File: src/core/wtu_pkg.sv
package wtu_pkg;

  // ---------------------------------------------------------------
  // timing
  // ---------------------------------------------------------------
  localparam int unsigned CLK_HZ          = 10_000_000;
  localparam int unsigned CYC_PER_US      = CLK_HZ / 1_000_000;
  localparam int unsigned AUTO_TIMEOUT_MS = 100;
  localparam int unsigned AUTO_TIMEOUT_CYC = AUTO_TIMEOUT_MS * (CLK_HZ / 1000);
  localparam int unsigned SCREEN_DIVS     = 10;

  // ---------------------------------------------------------------
  // sample and level scaling
  // ---------------------------------------------------------------
  localparam int          SMP_W        = 16;
  localparam int          CODE_W       = 18;
  localparam int          NUM_CH       = 8;
  // sample code that equals one measurement range
  localparam int          RANGE_CODE   = 1000;
  // level is programmed in tenths of a percent
  localparam int          LVL_W        = 11;
  localparam int          LVL_MAX      = 1000;
  localparam int          CF_LO        = 3;
  localparam int          CF_HI        = 6;
  localparam int          HYST_PCT_LO  = 2;
  localparam int          HYST_PCT_HI  = 4;
  localparam int          HYST_CODE_LO = CF_LO * RANGE_CODE * HYST_PCT_LO / 100;
  localparam int          HYST_CODE_HI = CF_HI * RANGE_CODE * HYST_PCT_HI / 100;
  localparam logic [3:0]  SRC_EXT      = 4'h8;
  localparam int          TDIV_N       = 17;
  localparam int          TDIV_W       = 5;

  typedef logic signed [SMP_W-1:0]  wtu_smp_t;
  typedef logic signed [CODE_W-1:0] wtu_code_t;
  typedef wtu_smp_t [NUM_CH-1:0]    wtu_chans_t;

  typedef enum logic [1:0] {WTU_SLOPE_RISE, WTU_SLOPE_FALL, WTU_SLOPE_BOTH} wtu_slope_t;
  typedef enum logic {WTU_MODE_AUTO, WTU_MODE_NORMAL} wtu_mode_t;

  typedef struct packed {
    wtu_mode_t               mode;
    wtu_slope_t              slope;
    logic [3:0]              src;       // 0..7 = U1,I1,..,U4,I4 ; 8 = external
    logic signed [LVL_W-1:0] level;     // -1000..1000 tenths of percent
    logic                    cf_hi;     // crest factor 6 when set, else 3
    logic [TDIV_W-1:0]       tdiv_sel;  // 1-2-5 index, 0 = 1 us/div
  } wtu_cfg_t;

  // 1-2-5 sequence of time per division in microseconds
  function automatic logic [31:0] tdiv_us(input logic [TDIV_W-1:0] idx);
    logic [31:0] dec;
    logic [31:0] mant;
    dec  = 32'h1;
    mant = 32'h1;
    for (int k = 0; k < 6; k++) begin
      if (32'(idx) / 3 > k) begin
        dec = dec * 32'ha;
      end
    end
    case (32'(idx) % 3)
      1:       mant = 32'h2;
      2:       mant = 32'h5;
      default: mant = 32'h1;
    endcase
    return mant * dec;
  endfunction : tdiv_us

endpackage : wtu_pkg

File: src/core/wtu_edge.sv
`timescale 1ns/1ps
`default_nettype none

module wtu_edge (
  input  wire logic               i_clk_sys,
  input  wire logic               i_sys_rst,
  input  wire logic               i_valid,
  input  wire wtu_pkg::wtu_code_t i_sample,
  input  wire wtu_pkg::wtu_code_t i_level,
  input  wire wtu_pkg::wtu_code_t i_hyst,
  input  wire wtu_pkg::wtu_slope_t i_slope,
  output logic                    o_fire
);
  import wtu_pkg::*;

  wtu_code_t prev_r;
  logic      have_prev_r;
  logic      arm_up_r;
  logic      arm_dn_r;
  logic      fire_r;

  wire       below    = i_sample < i_level - i_hyst;
  wire       above    = i_sample > i_level + i_hyst;
  // compare the new sample and the previous one against the level
  wire       up_x     = i_valid && have_prev_r && arm_up_r && prev_r < i_level && i_sample >= i_level;
  wire       dn_x     = i_valid && have_prev_r && arm_dn_r && prev_r > i_level && i_sample <= i_level;
  wire       want_up  = i_slope == WTU_SLOPE_RISE || i_slope == WTU_SLOPE_BOTH;
  wire       want_dn  = i_slope == WTU_SLOPE_FALL || i_slope == WTU_SLOPE_BOTH;
  wire       fire_nxt = (want_up && up_x) || (want_dn && dn_x);
  // a fired direction re-arms only after leaving the hysteresis band
  wire       arm_up_nxt = (i_valid && below) ? 1'b1 : (up_x ? 1'b0 : arm_up_r);
  wire       arm_dn_nxt = (i_valid && above) ? 1'b1 : (dn_x ? 1'b0 : arm_dn_r);

  always_ff @(posedge i_clk_sys) begin
    if (i_sys_rst) begin
      prev_r      <= '0;
      have_prev_r <= 1'b0;
      arm_up_r    <= 1'b0;
      arm_dn_r    <= 1'b0;
      fire_r      <= 1'b0;
    end else begin
      if (i_valid) begin
        prev_r      <= i_sample;
        have_prev_r <= 1'b1;
      end
      arm_up_r <= arm_up_nxt;
      arm_dn_r <= arm_dn_nxt;
      fire_r   <= fire_nxt;
    end
  end

  assign o_fire = fire_r;
endmodule : wtu_edge

`default_nettype wire

File: src/core/wtu_top.sv
`timescale 1ns/1ps
`default_nettype none

// What this block does
// - auto mode refreshes on trigger, or on its own after about 100 ms timeout.
// - normal mode refreshes only on a trigger, or each interval during integration; otherwise display stays unchanged.
// - rising slope fires when source crosses level upward from below.
// - falling slope fires when source crosses level downward from above.
// - both-edge slope fires on a crossing in either direction.
// - level is signed percent up to plus/minus 100.0, zero at input zero line.
// - full scale is three times range at crest 3, six times at crest 6.
// - source is any of eight element channels or the external input.
// - external source ignores level and triggers on the TTL signal.
// - external edge is registered within one microsecond plus one sample.
// - with waveforms shown and no integration, measure only after a trigger or, in auto mode, after the timeout.
// - integration running or suspended disables trigger; refresh every interval.
// - time per division steps 1-2-5, largest makes one screen equal the interval.
// - screen starts at time zero and ends at the full screen duration.
// - crossing uses about 2 percent hysteresis at crest 3, 4 percent at 6.
module wtu_top #(
  parameter int unsigned TIMEOUT_CYC = wtu_pkg::AUTO_TIMEOUT_CYC
) (
  input  wire logic               i_clk_sys,
  input  wire logic               i_sys_rst,
  input  wire wtu_pkg::wtu_cfg_t  i_cfg,
  input  wire wtu_pkg::wtu_chans_t i_chans,
  input  wire logic               i_smp_valid,
  input  wire logic               i_ext_trig,
  input  wire logic               i_update_tick,
  input  wire logic [31:0]        i_interval_us,
  input  wire logic               i_wave_on,
  input  wire logic               i_integ_run,
  input  wire logic               i_integ_susp,
  output logic                    o_trig,
  output logic                    o_frame_start,
  output logic                    o_capturing,
  output logic                    o_refresh,
  output logic                    o_auto_refresh,
  output logic [31:0]             o_screen_cyc,
  output logic [wtu_pkg::TDIV_W-1:0] o_tdiv_eff,
  output logic                    o_trig_wait
);
  import wtu_pkg::*;

  typedef enum logic [1:0] {WTU_IDLE, WTU_WAIT, WTU_CAPT} wtu_state_t;

  wtu_state_t  state_r;
  wtu_state_t  state_nxt;
  logic [31:0] tmo_r;
  logic [31:0] cnt_r;
  logic [31:0] screen_r;
  logic        ext_prev_r;
  logic        ext_edge_r;
  logic        frame_r;
  logic        refresh_r;
  logic        auto_r;
  logic [TDIV_W-1:0] tdiv_r;
  logic        ch_fire;

  // ---------------------------------------------------------------
  // level and source
  // ---------------------------------------------------------------
  wire signed [LVL_W-1:0]  lvl_max   = LVL_W'(LVL_MAX);
  wire signed [LVL_W-1:0]  lvl_clip  = (i_cfg.level > lvl_max) ? lvl_max :
                                       (i_cfg.level < -lvl_max) ? -lvl_max : i_cfg.level;
  // samples carry RANGE_CODE per range, so tenths-of-percent times crest is the code
  wire wtu_code_t          cf_code   = i_cfg.cf_hi ? CODE_W'(CF_HI) : CODE_W'(CF_LO);
  wire wtu_code_t          lvl_code  = CODE_W'(CODE_W'(lvl_clip) * cf_code);
  wire wtu_code_t          hyst_code = i_cfg.cf_hi ? CODE_W'(HYST_CODE_HI) : CODE_W'(HYST_CODE_LO);
  wire                     src_ext   = i_cfg.src == SRC_EXT;
  wire                     src_ch    = i_cfg.src < SRC_EXT;
  wire wtu_code_t          smp_code  = CODE_W'(i_chans[i_cfg.src[2:0]]);
  wire                     integ_on  = i_integ_run || i_integ_susp;

  wtu_edge u_edge (
    .i_clk_sys (i_clk_sys),
    .i_sys_rst (i_sys_rst),
    .i_valid   (i_smp_valid && src_ch),
    .i_sample  (smp_code),
    .i_level   (lvl_code),
    .i_hyst    (hyst_code),
    .i_slope   (i_cfg.slope),
    .o_fire    (ch_fire)
  );

  // ---------------------------------------------------------------
  // external trigger
  // ---------------------------------------------------------------
  // level is void here; the slope still picks the TTL edge
  wire ext_up   = i_ext_trig && !ext_prev_r;
  wire ext_dn   = !i_ext_trig && ext_prev_r;
  wire ext_hit  = (ext_up && i_cfg.slope != WTU_SLOPE_FALL) ||
                  (ext_dn && i_cfg.slope != WTU_SLOPE_RISE);
  wire trig_any = integ_on ? 1'b0 : (src_ext ? ext_edge_r : (src_ch && ch_fire));

  // ---------------------------------------------------------------
  // time per division clamp
  // ---------------------------------------------------------------
  wire  [TDIV_N-1:0] tdiv_ok;
  genvar g;
  generate
    for (g = 0; g < TDIV_N; g++) begin : g_tdiv
      assign tdiv_ok[g] = tdiv_us(TDIV_W'(g)) * SCREEN_DIVS <= i_interval_us;
    end
  endgenerate

  logic [TDIV_W-1:0] tdiv_best;
  always_comb begin
    tdiv_best = '0;
    for (int k = 0; k < TDIV_N; k++) begin
      if (tdiv_ok[k] && TDIV_W'(k) <= i_cfg.tdiv_sel) begin
        tdiv_best = TDIV_W'(k);
      end
    end
  end

  wire [31:0] screen_nxt = tdiv_us(tdiv_best) * SCREEN_DIVS * CYC_PER_US;

  // ---------------------------------------------------------------
  // sweep control
  // ---------------------------------------------------------------
  wire tmo_hit   = tmo_r >= TIMEOUT_CYC - 1;
  wire auto_go   = i_cfg.mode == WTU_MODE_AUTO && tmo_hit && !trig_any;
  wire start_now = (state_r == WTU_WAIT) && (trig_any || integ_on || auto_go);
  wire capt_end  = (state_r == WTU_CAPT) && (cnt_r >= screen_r - 32'h1);

  always_comb begin
    state_nxt = state_r;
    unique case (state_r)
      WTU_IDLE: if (i_wave_on && i_update_tick) begin
        state_nxt = WTU_WAIT;
      end
      WTU_WAIT: if (!i_wave_on) begin
        state_nxt = WTU_IDLE;
      end else if (start_now) begin
        state_nxt = WTU_CAPT;
      end
      WTU_CAPT: if (capt_end) begin
        state_nxt = WTU_IDLE;
      end
      default: state_nxt = WTU_IDLE;
    endcase
  end

  always_ff @(posedge i_clk_sys) begin
    if (i_sys_rst) begin
      state_r    <= WTU_IDLE;
      tmo_r      <= '0;
      cnt_r      <= '0;
      screen_r   <= 32'h1;
      tdiv_r     <= '0;
      ext_prev_r <= 1'b0;
      ext_edge_r <= 1'b0;
      frame_r    <= 1'b0;
      refresh_r  <= 1'b0;
      auto_r     <= 1'b0;
    end else begin
      state_r    <= state_nxt;
      ext_prev_r <= i_ext_trig;
      ext_edge_r <= ext_hit;
      tmo_r      <= (state_r == WTU_WAIT) ? tmo_r + 32'h1 : 32'h0;
      // screen left edge is the trigger instant, time zero
      cnt_r      <= start_now ? 32'h0 : cnt_r + 32'h1;
      frame_r    <= start_now;
      refresh_r  <= capt_end;
      if (start_now) begin
        screen_r <= screen_nxt;
        tdiv_r   <= tdiv_best;
        auto_r   <= !trig_any;
      end
    end
  end

  assign o_trig         = trig_any;
  assign o_frame_start  = frame_r;
  assign o_capturing    = state_r == WTU_CAPT;
  assign o_refresh      = refresh_r;
  assign o_auto_refresh = refresh_r && auto_r;
  assign o_screen_cyc   = screen_r;
  assign o_tdiv_eff     = tdiv_r;
  assign o_trig_wait    = state_r == WTU_WAIT;
endmodule : wtu_top

`default_nettype wire

File: config.mk
export PLATFORM = sky130hd
export DESIGN_NAME = wtu_top
export DESIGN_NICKNAME = d
export VERILOG_FILES = /design/src/core/wtu_pkg.sv /design/src/core/wtu_edge.sv /design/src/core/wtu_top.sv
export SDC_FILE = /design/constraint.sdc
export NUM_CORES = 1
export LEC_CHECK = 0
export ABC_AREA = 1
export BUFFER_PORTS_ARGS = -buffer_cell sky130_fd_sc_hd__buf_4
export CORE_MARGIN = 5
export CORE_UTILIZATION = 50
export DETAILED_ROUTE_END_ITERATION = 6
export PLACE_DENSITY_LB_ADDON = 0.1
export SLEW_MARGIN = 20
export SYNTH_ARGS = -nofsm -noshare
export SYNTH_HDL_FRONTEND = slang
export SYNTH_SLANG_ARGS = --single-unit
File: constraint.sdc
create_clock -name i_clk_sys -period 12.5 [get_ports i_clk_sys]
set_input_delay 1.25 -clock i_clk_sys [delete_from_list [all_inputs] [get_ports i_clk_sys]]
set_output_delay 1.25 -clock i_clk_sys [all_outputs]
set_load 0.02 [all_outputs]
-- Yosys cells after proc, flatten, opt, wreduce, memory -nomap -nowiden
Index checks and enable logic that the tools add are counted.
- logic and storage cells: 191
- input port bits: 192
- output and inout port bits: 43
- register bits after elaboration: 127
- divide/modulo/power cells: 2
- multiply operators: 9
- bitwise gates (word level): 2
- multiplexer cells: 40
- equality and inequality tests: 11
- order comparisons: 50
- reductions and logical operators: 57
- add/subtract/negate cells: 5
- operators by type and width (kind ; count):
    $mul 32x3->31 const B ; 6
    $mux 32 ; 5
    $mux 5 ; 13
    $add 32x1->32 const B ; 2
    $gt 32x1->1 const B ; 2
    $gt 32x2->1 const B ; 2
    $gt 32x3->1 const B ; 2
    $bmux 16 s3 ; 1
    $le 4x5->1 const A ; 8
    $logic_and 1x1->1 ; 39
    $div 5x2->32 const B ; 1
    $eq 32x1->1 const B ; 1
    $eq 32x2->1 const B ; 1
    $ge 32x20->1 const B ; 1
    $ge 32x32->1 ; 1
    $le 10x32->1 const A ; 1
    $le 11x32->1 const A ; 1
    $le 13x32->1 const A ; 1
    $le 14x32->1 const A ; 1
    $le 15x32->1 const A ; 1
    $le 16x32->1 const A ; 1
    $le 17x32->1 const A ; 1
    $le 18x32->1 const A ; 1
    $le 19x32->1 const A ; 1
    50 further kinds ; 82

-- Longest topological paths before layout
- depth in word-level cells: 34
- gate-level depth with buffers: 87
- mapped depth without buffers: 87

-- Modules after synthesis
Synthesis repeated with hierarchy kept, for this count alone.
- cell total of the unflattened synthesis: 2770
- area total of the unflattened synthesis: 18206.2 um2
- by module, submodules not included (module ; seq. area each (um2) ; times used ; cells each ; area each (um2)):
    wtu_top ; 2142.1 ; 1 ; 2108 ; 13897.1
    wtu_edge ; 440.4 ; 1 ; 662 ; 4309.1

-- Worst setup path after synthesis
OpenSTA, ideal clock, no wires.
- path kind: input-to-reg
- from: in i_interval_us[21]
- to: reg screen_r[21] (netlist: o_screen_cyc[21])
- data required time: 12.365 ns
- setup slack: 0.597 ns
- library setup time: 0.135 ns
- buffers on the path: 0
- cell stages on the path: 68
- arrival time: 11.769 ns
- path through: or3_1 -> nor3_1 -> nand4_1 -> a31oi_4 -> inv_2 -> nand2_2 -> inv_1 -> ha_1 -> inv_1 -> nand2_1 -> inv_2 -> nand2_4 -> nand2_1 -> nand2_1 -> ha_1 -> inv_1 -> nand2_1 -> nor2_4 -> [... 32 more ...] -> o21ai_0 -> xnor2_1 -> inv_1 -> ha_1 -> ha_1 -> nand2_1 -> nor2_1 -> a211oi_1 -> o21ai_0 -> xor2_1 -> ha_1 -> ha_1 -> nand2_1 -> o21ai_0 -> nand2_1 -> nand3_1 -> xor2_1 -> o22ai_1
- elaborated cells on any way between the ends: 73
- classes of those cells: mul (8); div (2); order compare (22); eq/ne (2); mux (23); reduce/logical (16)
- RTL lines (item ; line ; source):
    from (decl) ; wtu_top.sv:30 ; input wire logic [31:0] i_interval_us,
    $le 6x32->1 ; wtu_top.sv:103 ; assign tdiv_ok[g] = tdiv_us(TDIV_W'(g)) * SCREEN_DIVS <= i_interval_us;
    $logic_and 1x1->1 ; wtu_top.sv:111 ; if (tdiv_ok[k] && TDIV_W'(k) <= i_cfg.tdiv_sel) begin
    $mux 2 (2 in series) ; wtu_top.sv:111 ;
    $mux 5 (12 in series) ; wtu_top.sv:111 ;
    $mux 5 (*) ; wtu_top.sv:111 ;
    net tdiv_best[1] ; wtu_top.sv:107 ; logic [TDIV_W-1:0] tdiv_best;
    $div 5x2->32 ; wtu_pkg.sv:56 ; if (32'(idx) / 3 > k) begin
    $gt 32x1->1 ; wtu_pkg.sv:56 ;
    [... 6 more ...] ; n/a ;
    $mux 32 ; wtu_pkg.sv:56 ;
    $mul 32x3->31 ; wtu_pkg.sv:57 ; dec = dec * 32'ha;
    $mux 32 ; wtu_pkg.sv:56 ;
    $mul 32x3->31 ; wtu_pkg.sv:57 ;
    $mux 32 ; wtu_pkg.sv:56 ;
    $mul 32x32->32 (*) ; wtu_pkg.sv:65 ; return mant * dec;
    $mul 32x3->31 (*) ; wtu_top.sv:117 ; wire [31:0] screen_nxt = tdiv_us(tdiv_best) * SCREEN_DIVS * CYC_PER_US;
    $mul 31x3->30 (*) ; wtu_top.sv:117 ;
    to (signal assigned) ; wtu_top.sv:167 ; screen_r <= screen_nxt;
    to (decl) ; wtu_top.sv:51 ; logic [31:0] screen_r;
Mark *: on every way through the listed nets, which the timed path passes. The rest lies on a longest branch.
A chain may end at the register's enable or synchronous reset.

-- Worst setup path after layout
- from: in i_interval_us[22]
- to: reg screen_r[21] (netlist: o_screen_cyc[21])
The elaborated chain is that of the path after synthesis.

==> results.cfg <==
[floorplanning]
initial_utilization = 0.507
rows = 66
die_h_um = 192
dieWidth_um = 192
fp.coreArea_sq_um = 32600
die-area_sq_um = 36800
ios = 235

[timing]
finalCritPeriodShare = 0.922
fin_worst_skew_ps = 10.2
drv_slew = 0
holdWs_ps = 449
setup_viol = 0
period_minus_slack_ps = 11530
final-hold-violation-count = 0
max-slew-margin-rel = 0.328
fmax_mhz = 86.8
layout_setup_ws_ps = 975
tightest_slew_ps = 1010

[worst_hold_path]
hp-class = reg -> reg
hold_depth = 1

[placement]
io_buffers = 233
pre_cts_ws_ps = -130
gp_congestion = 0.878
dp_cells = 3103
hpwl_mm = 36.1

[power_and_ir_drop]
p_int_mw = 2.84
power_switching_share = 0.514
p_seq_frac = 0.083
combPwrFrac = 0.833
total_power_mw = 5.83
cellLeakagePower_nw = 9.95
powerDensity_nw_per_um2 = 297
power.net_switching_mw = 3.00
ir_worst_vdd_v = 0.000595
clockPowerShare = 0.085

[finish]
final_cells = 3141
area_delta_synth_final_pct = 18.8
drive_gt1_frac = 0.146
final_nets = 3194

[logic_synthesis]
synth.largest_area_cell = ha_1
ys_top_cells_by_area = ha_1 (21%), dfxtp_1 (15%), nand2_1 (9.0%)
synthCells = 2441
syn_avg_cell_area_sq_um = 6.78
seq_area_frac_synth = 0.154
syn_area_sq_um = 16500
ys_types = 67
yosysTopAreaCellShare = 0.213
synth_async_sr_flop_share = 0
synth_warnings = 0
synth_edf_count = 0
synth_seq_cells = 127
synth_flop_cell = dfxtp_1

[route]
drc = 0
drtAntennaViolNets = 0
avgRoutedWirePerCell_um = 13.8
drt_iter0_drc = 916
wirelength_mm = 43.2
vias = 16400
viasPerCell = 5.21
dr.pass1.iters = 5

[critical_path]
path_common_cell = nand2_1
crit_path_max_fanout = 5
slowest_delay_ps = 510
crit_type = in -> reg
worstPathArrival_ps = 11800
worstSetupEndpointType = flop
cpMaxStageDelayCell = fa_1
start_kind = input pin
rr_worst_depth = 23
crit_required_ps = 12770

[grt]
grt_pass1_wl_mm = 71.6
grt_util_all_layers = 0.231
grt_pass1_vias = 15500
grt_max_degree = 67
grt-ovfl-total = 0
antenna_found_initial = 1

[cts]
root_buffer = clkbuf_16
cts_sinks = 127
ctsHtreeMaxLevel = 4
clk_latency_ps = 420
ctsHoldBuffers = 0
numCtsBuffers = 17
cts_max_path_buffers = 2
clk_pin_slew_worst_paths_ps = 60
cts_tree = built

[flow_run]
maxCapViolations = 0

[run_status]
outcome = complete, no violations
==> cells by family after synthesis <==
logic type | after synthesis | synth area share
and+or+nand+nor | 959 | 0.252
buffers and inverters | 445 | 0.102
DFF | 127 | 0.154
adders and majority gates | 317 | 0.256
AOI/OAI and AO/OA | 467 | 0.171
muxes | 1 | 0.000605
other | 2 | 0.000454
xor gates and xnor gates | 123 | 0.0651
==> power groups by stage <==
stage	clock (mW)	combinational, mW	sequential, mW
after global routing	0.518	5.59	0.486
after detailed placement	0	4.40	0.489
after global placement	0	4.34	0.489
after floorplan	0	3.60	0.505
after CTS	0.500	4.48	0.480
final	0.494	4.86	0.482
==> cells in the mapped netlist, drive strengths merged (4+ instances only) <==
cell type and count:
a31oi 27, nor3b 8, xor2 84, nand3 88, o31ai 4, nor3 51
o22ai 15, nand4 31, o2111ai 4, or2 6, a21o 12, a211oi 12
inv 389, o211ai 8, nor2 341, clkbuf 43, nand2 413, xnor2 39
nor4 12, o32ai 32, o221ai 5, o21ai 154, buf 12, ha 282
o21bai 15, a21oi 153, fa 35, dfxtp 127, o21a 8
==> layout by cell type, fill, tap and decap left out, types with 7 or more instances in the layout <==
master,synthesis,routed
inv_2,13,13
buf_4,3,256
dfxtp_1,127,127
o21bai_1,15,14
nor4_1,10,10
o21ai_1,5,13
xnor2_1,39,38
nor2_1,327,319
a31oi_1,26,25
o21a_1,8,8
nand3_1,83,82
nor2_4,6,7
o22ai_1,13,13
nor3b_1,7,7
a21o_1,12,12
xor2_1,84,82
o21ai_0,144,134
o32ai_1,32,32
o21ai_2,5,7
nand4_1,30,30
inv_1,376,376
nor2_2,8,15
a21oi_1,152,149
nand2_2,11,12
clkbuf_16,0,17
fa_1,35,35
a211oi_1,12,10
nor3_1,47,47
o211ai_1,7,7
ha_1,282,274
nand2_1,397,396
conb_1,2,26
==> stage by stage <==
step | cell area, sq um | setup TNS, ps | util
6_report | 19700 | 0 | 0.603
5_1_grt | 19700 | -41.6 | 0.603
4_1_cts | 19400 | 0 | 0.596
3_5_place_dp | 18900 | -130 | 0.578
3_3_place_gp | 18900 | 0 | 0.578
2_1_floorplan | 16600 | 0 | -
==> layer usage <==
metal | routed length [um] | up-vias | track usage
li1 | - | 8567 | -
met1 | 21300 | 7432 | 0.326
met2 | 19300 | 322 | 0.380
met3 | 2020 | 40 | 0.0236
met4 | 609 | 0 | 0.0522
met5 | 0 | - | 0
==> critical path: cells and delay by family <==
kind	cells	cell delay (ps)
buf+inv	11	810
simple gates	36	3070
compound gates	14	1960
fa+ha+maj	13	4130
xor+xnor	4	580
==> what timing repair did <==
item                                    4_1_cts  5_1_grt
buffers inserted                              0        5
endpoints found under the setup margin        0        8
gates resized for setup                       0       41
==> cell type report <==
| cell class | count | area [sq um] |
|---|---|---|
| well taps | 442 | 553 |
| repair buffers | 256 | 1920 |
| clock buffers | 19 | 453 |
| flip-flops and latches | 127 | 2540 |
| fillers | 3149 | 13000 |
| diodes | 1 | 2.50 |
| clock inverters | 13 | 139 |
| multi-input cells | 1893 | 12600 |
| inverters | 390 | 1460 |
==> final timing paths <==
path | from | endpoint | slack (ps)
worst min-delay path | tmo_r[17]$_SDFF_PP0_ | tmo_r[17]$_SDFF_PP0_ | 450
worst min register to register | tmo_r[17]$_SDFF_PP0_ | tmo_r[17]$_SDFF_PP0_ | 450
worst max register to register | o_screen_cyc[0]$_SDFFE_PP1P_ | state_r[0]$_SDFFE_PP0P_ | 8230
worst max-delay path | i_interval_us[22] | o_screen_cyc[21]$_SDFFE_PP0P_ | 970
==> sequential cells by signal, summed over array words and instances, names as in the netlist, 2 cells and up <==
register	cells
cnt_r	32
tmo_r	32
o_screen_cyc	31
u_edge.prev_r	16
o_tdiv_eff	5
state_r	2
(Power assumes the default switching activity.)
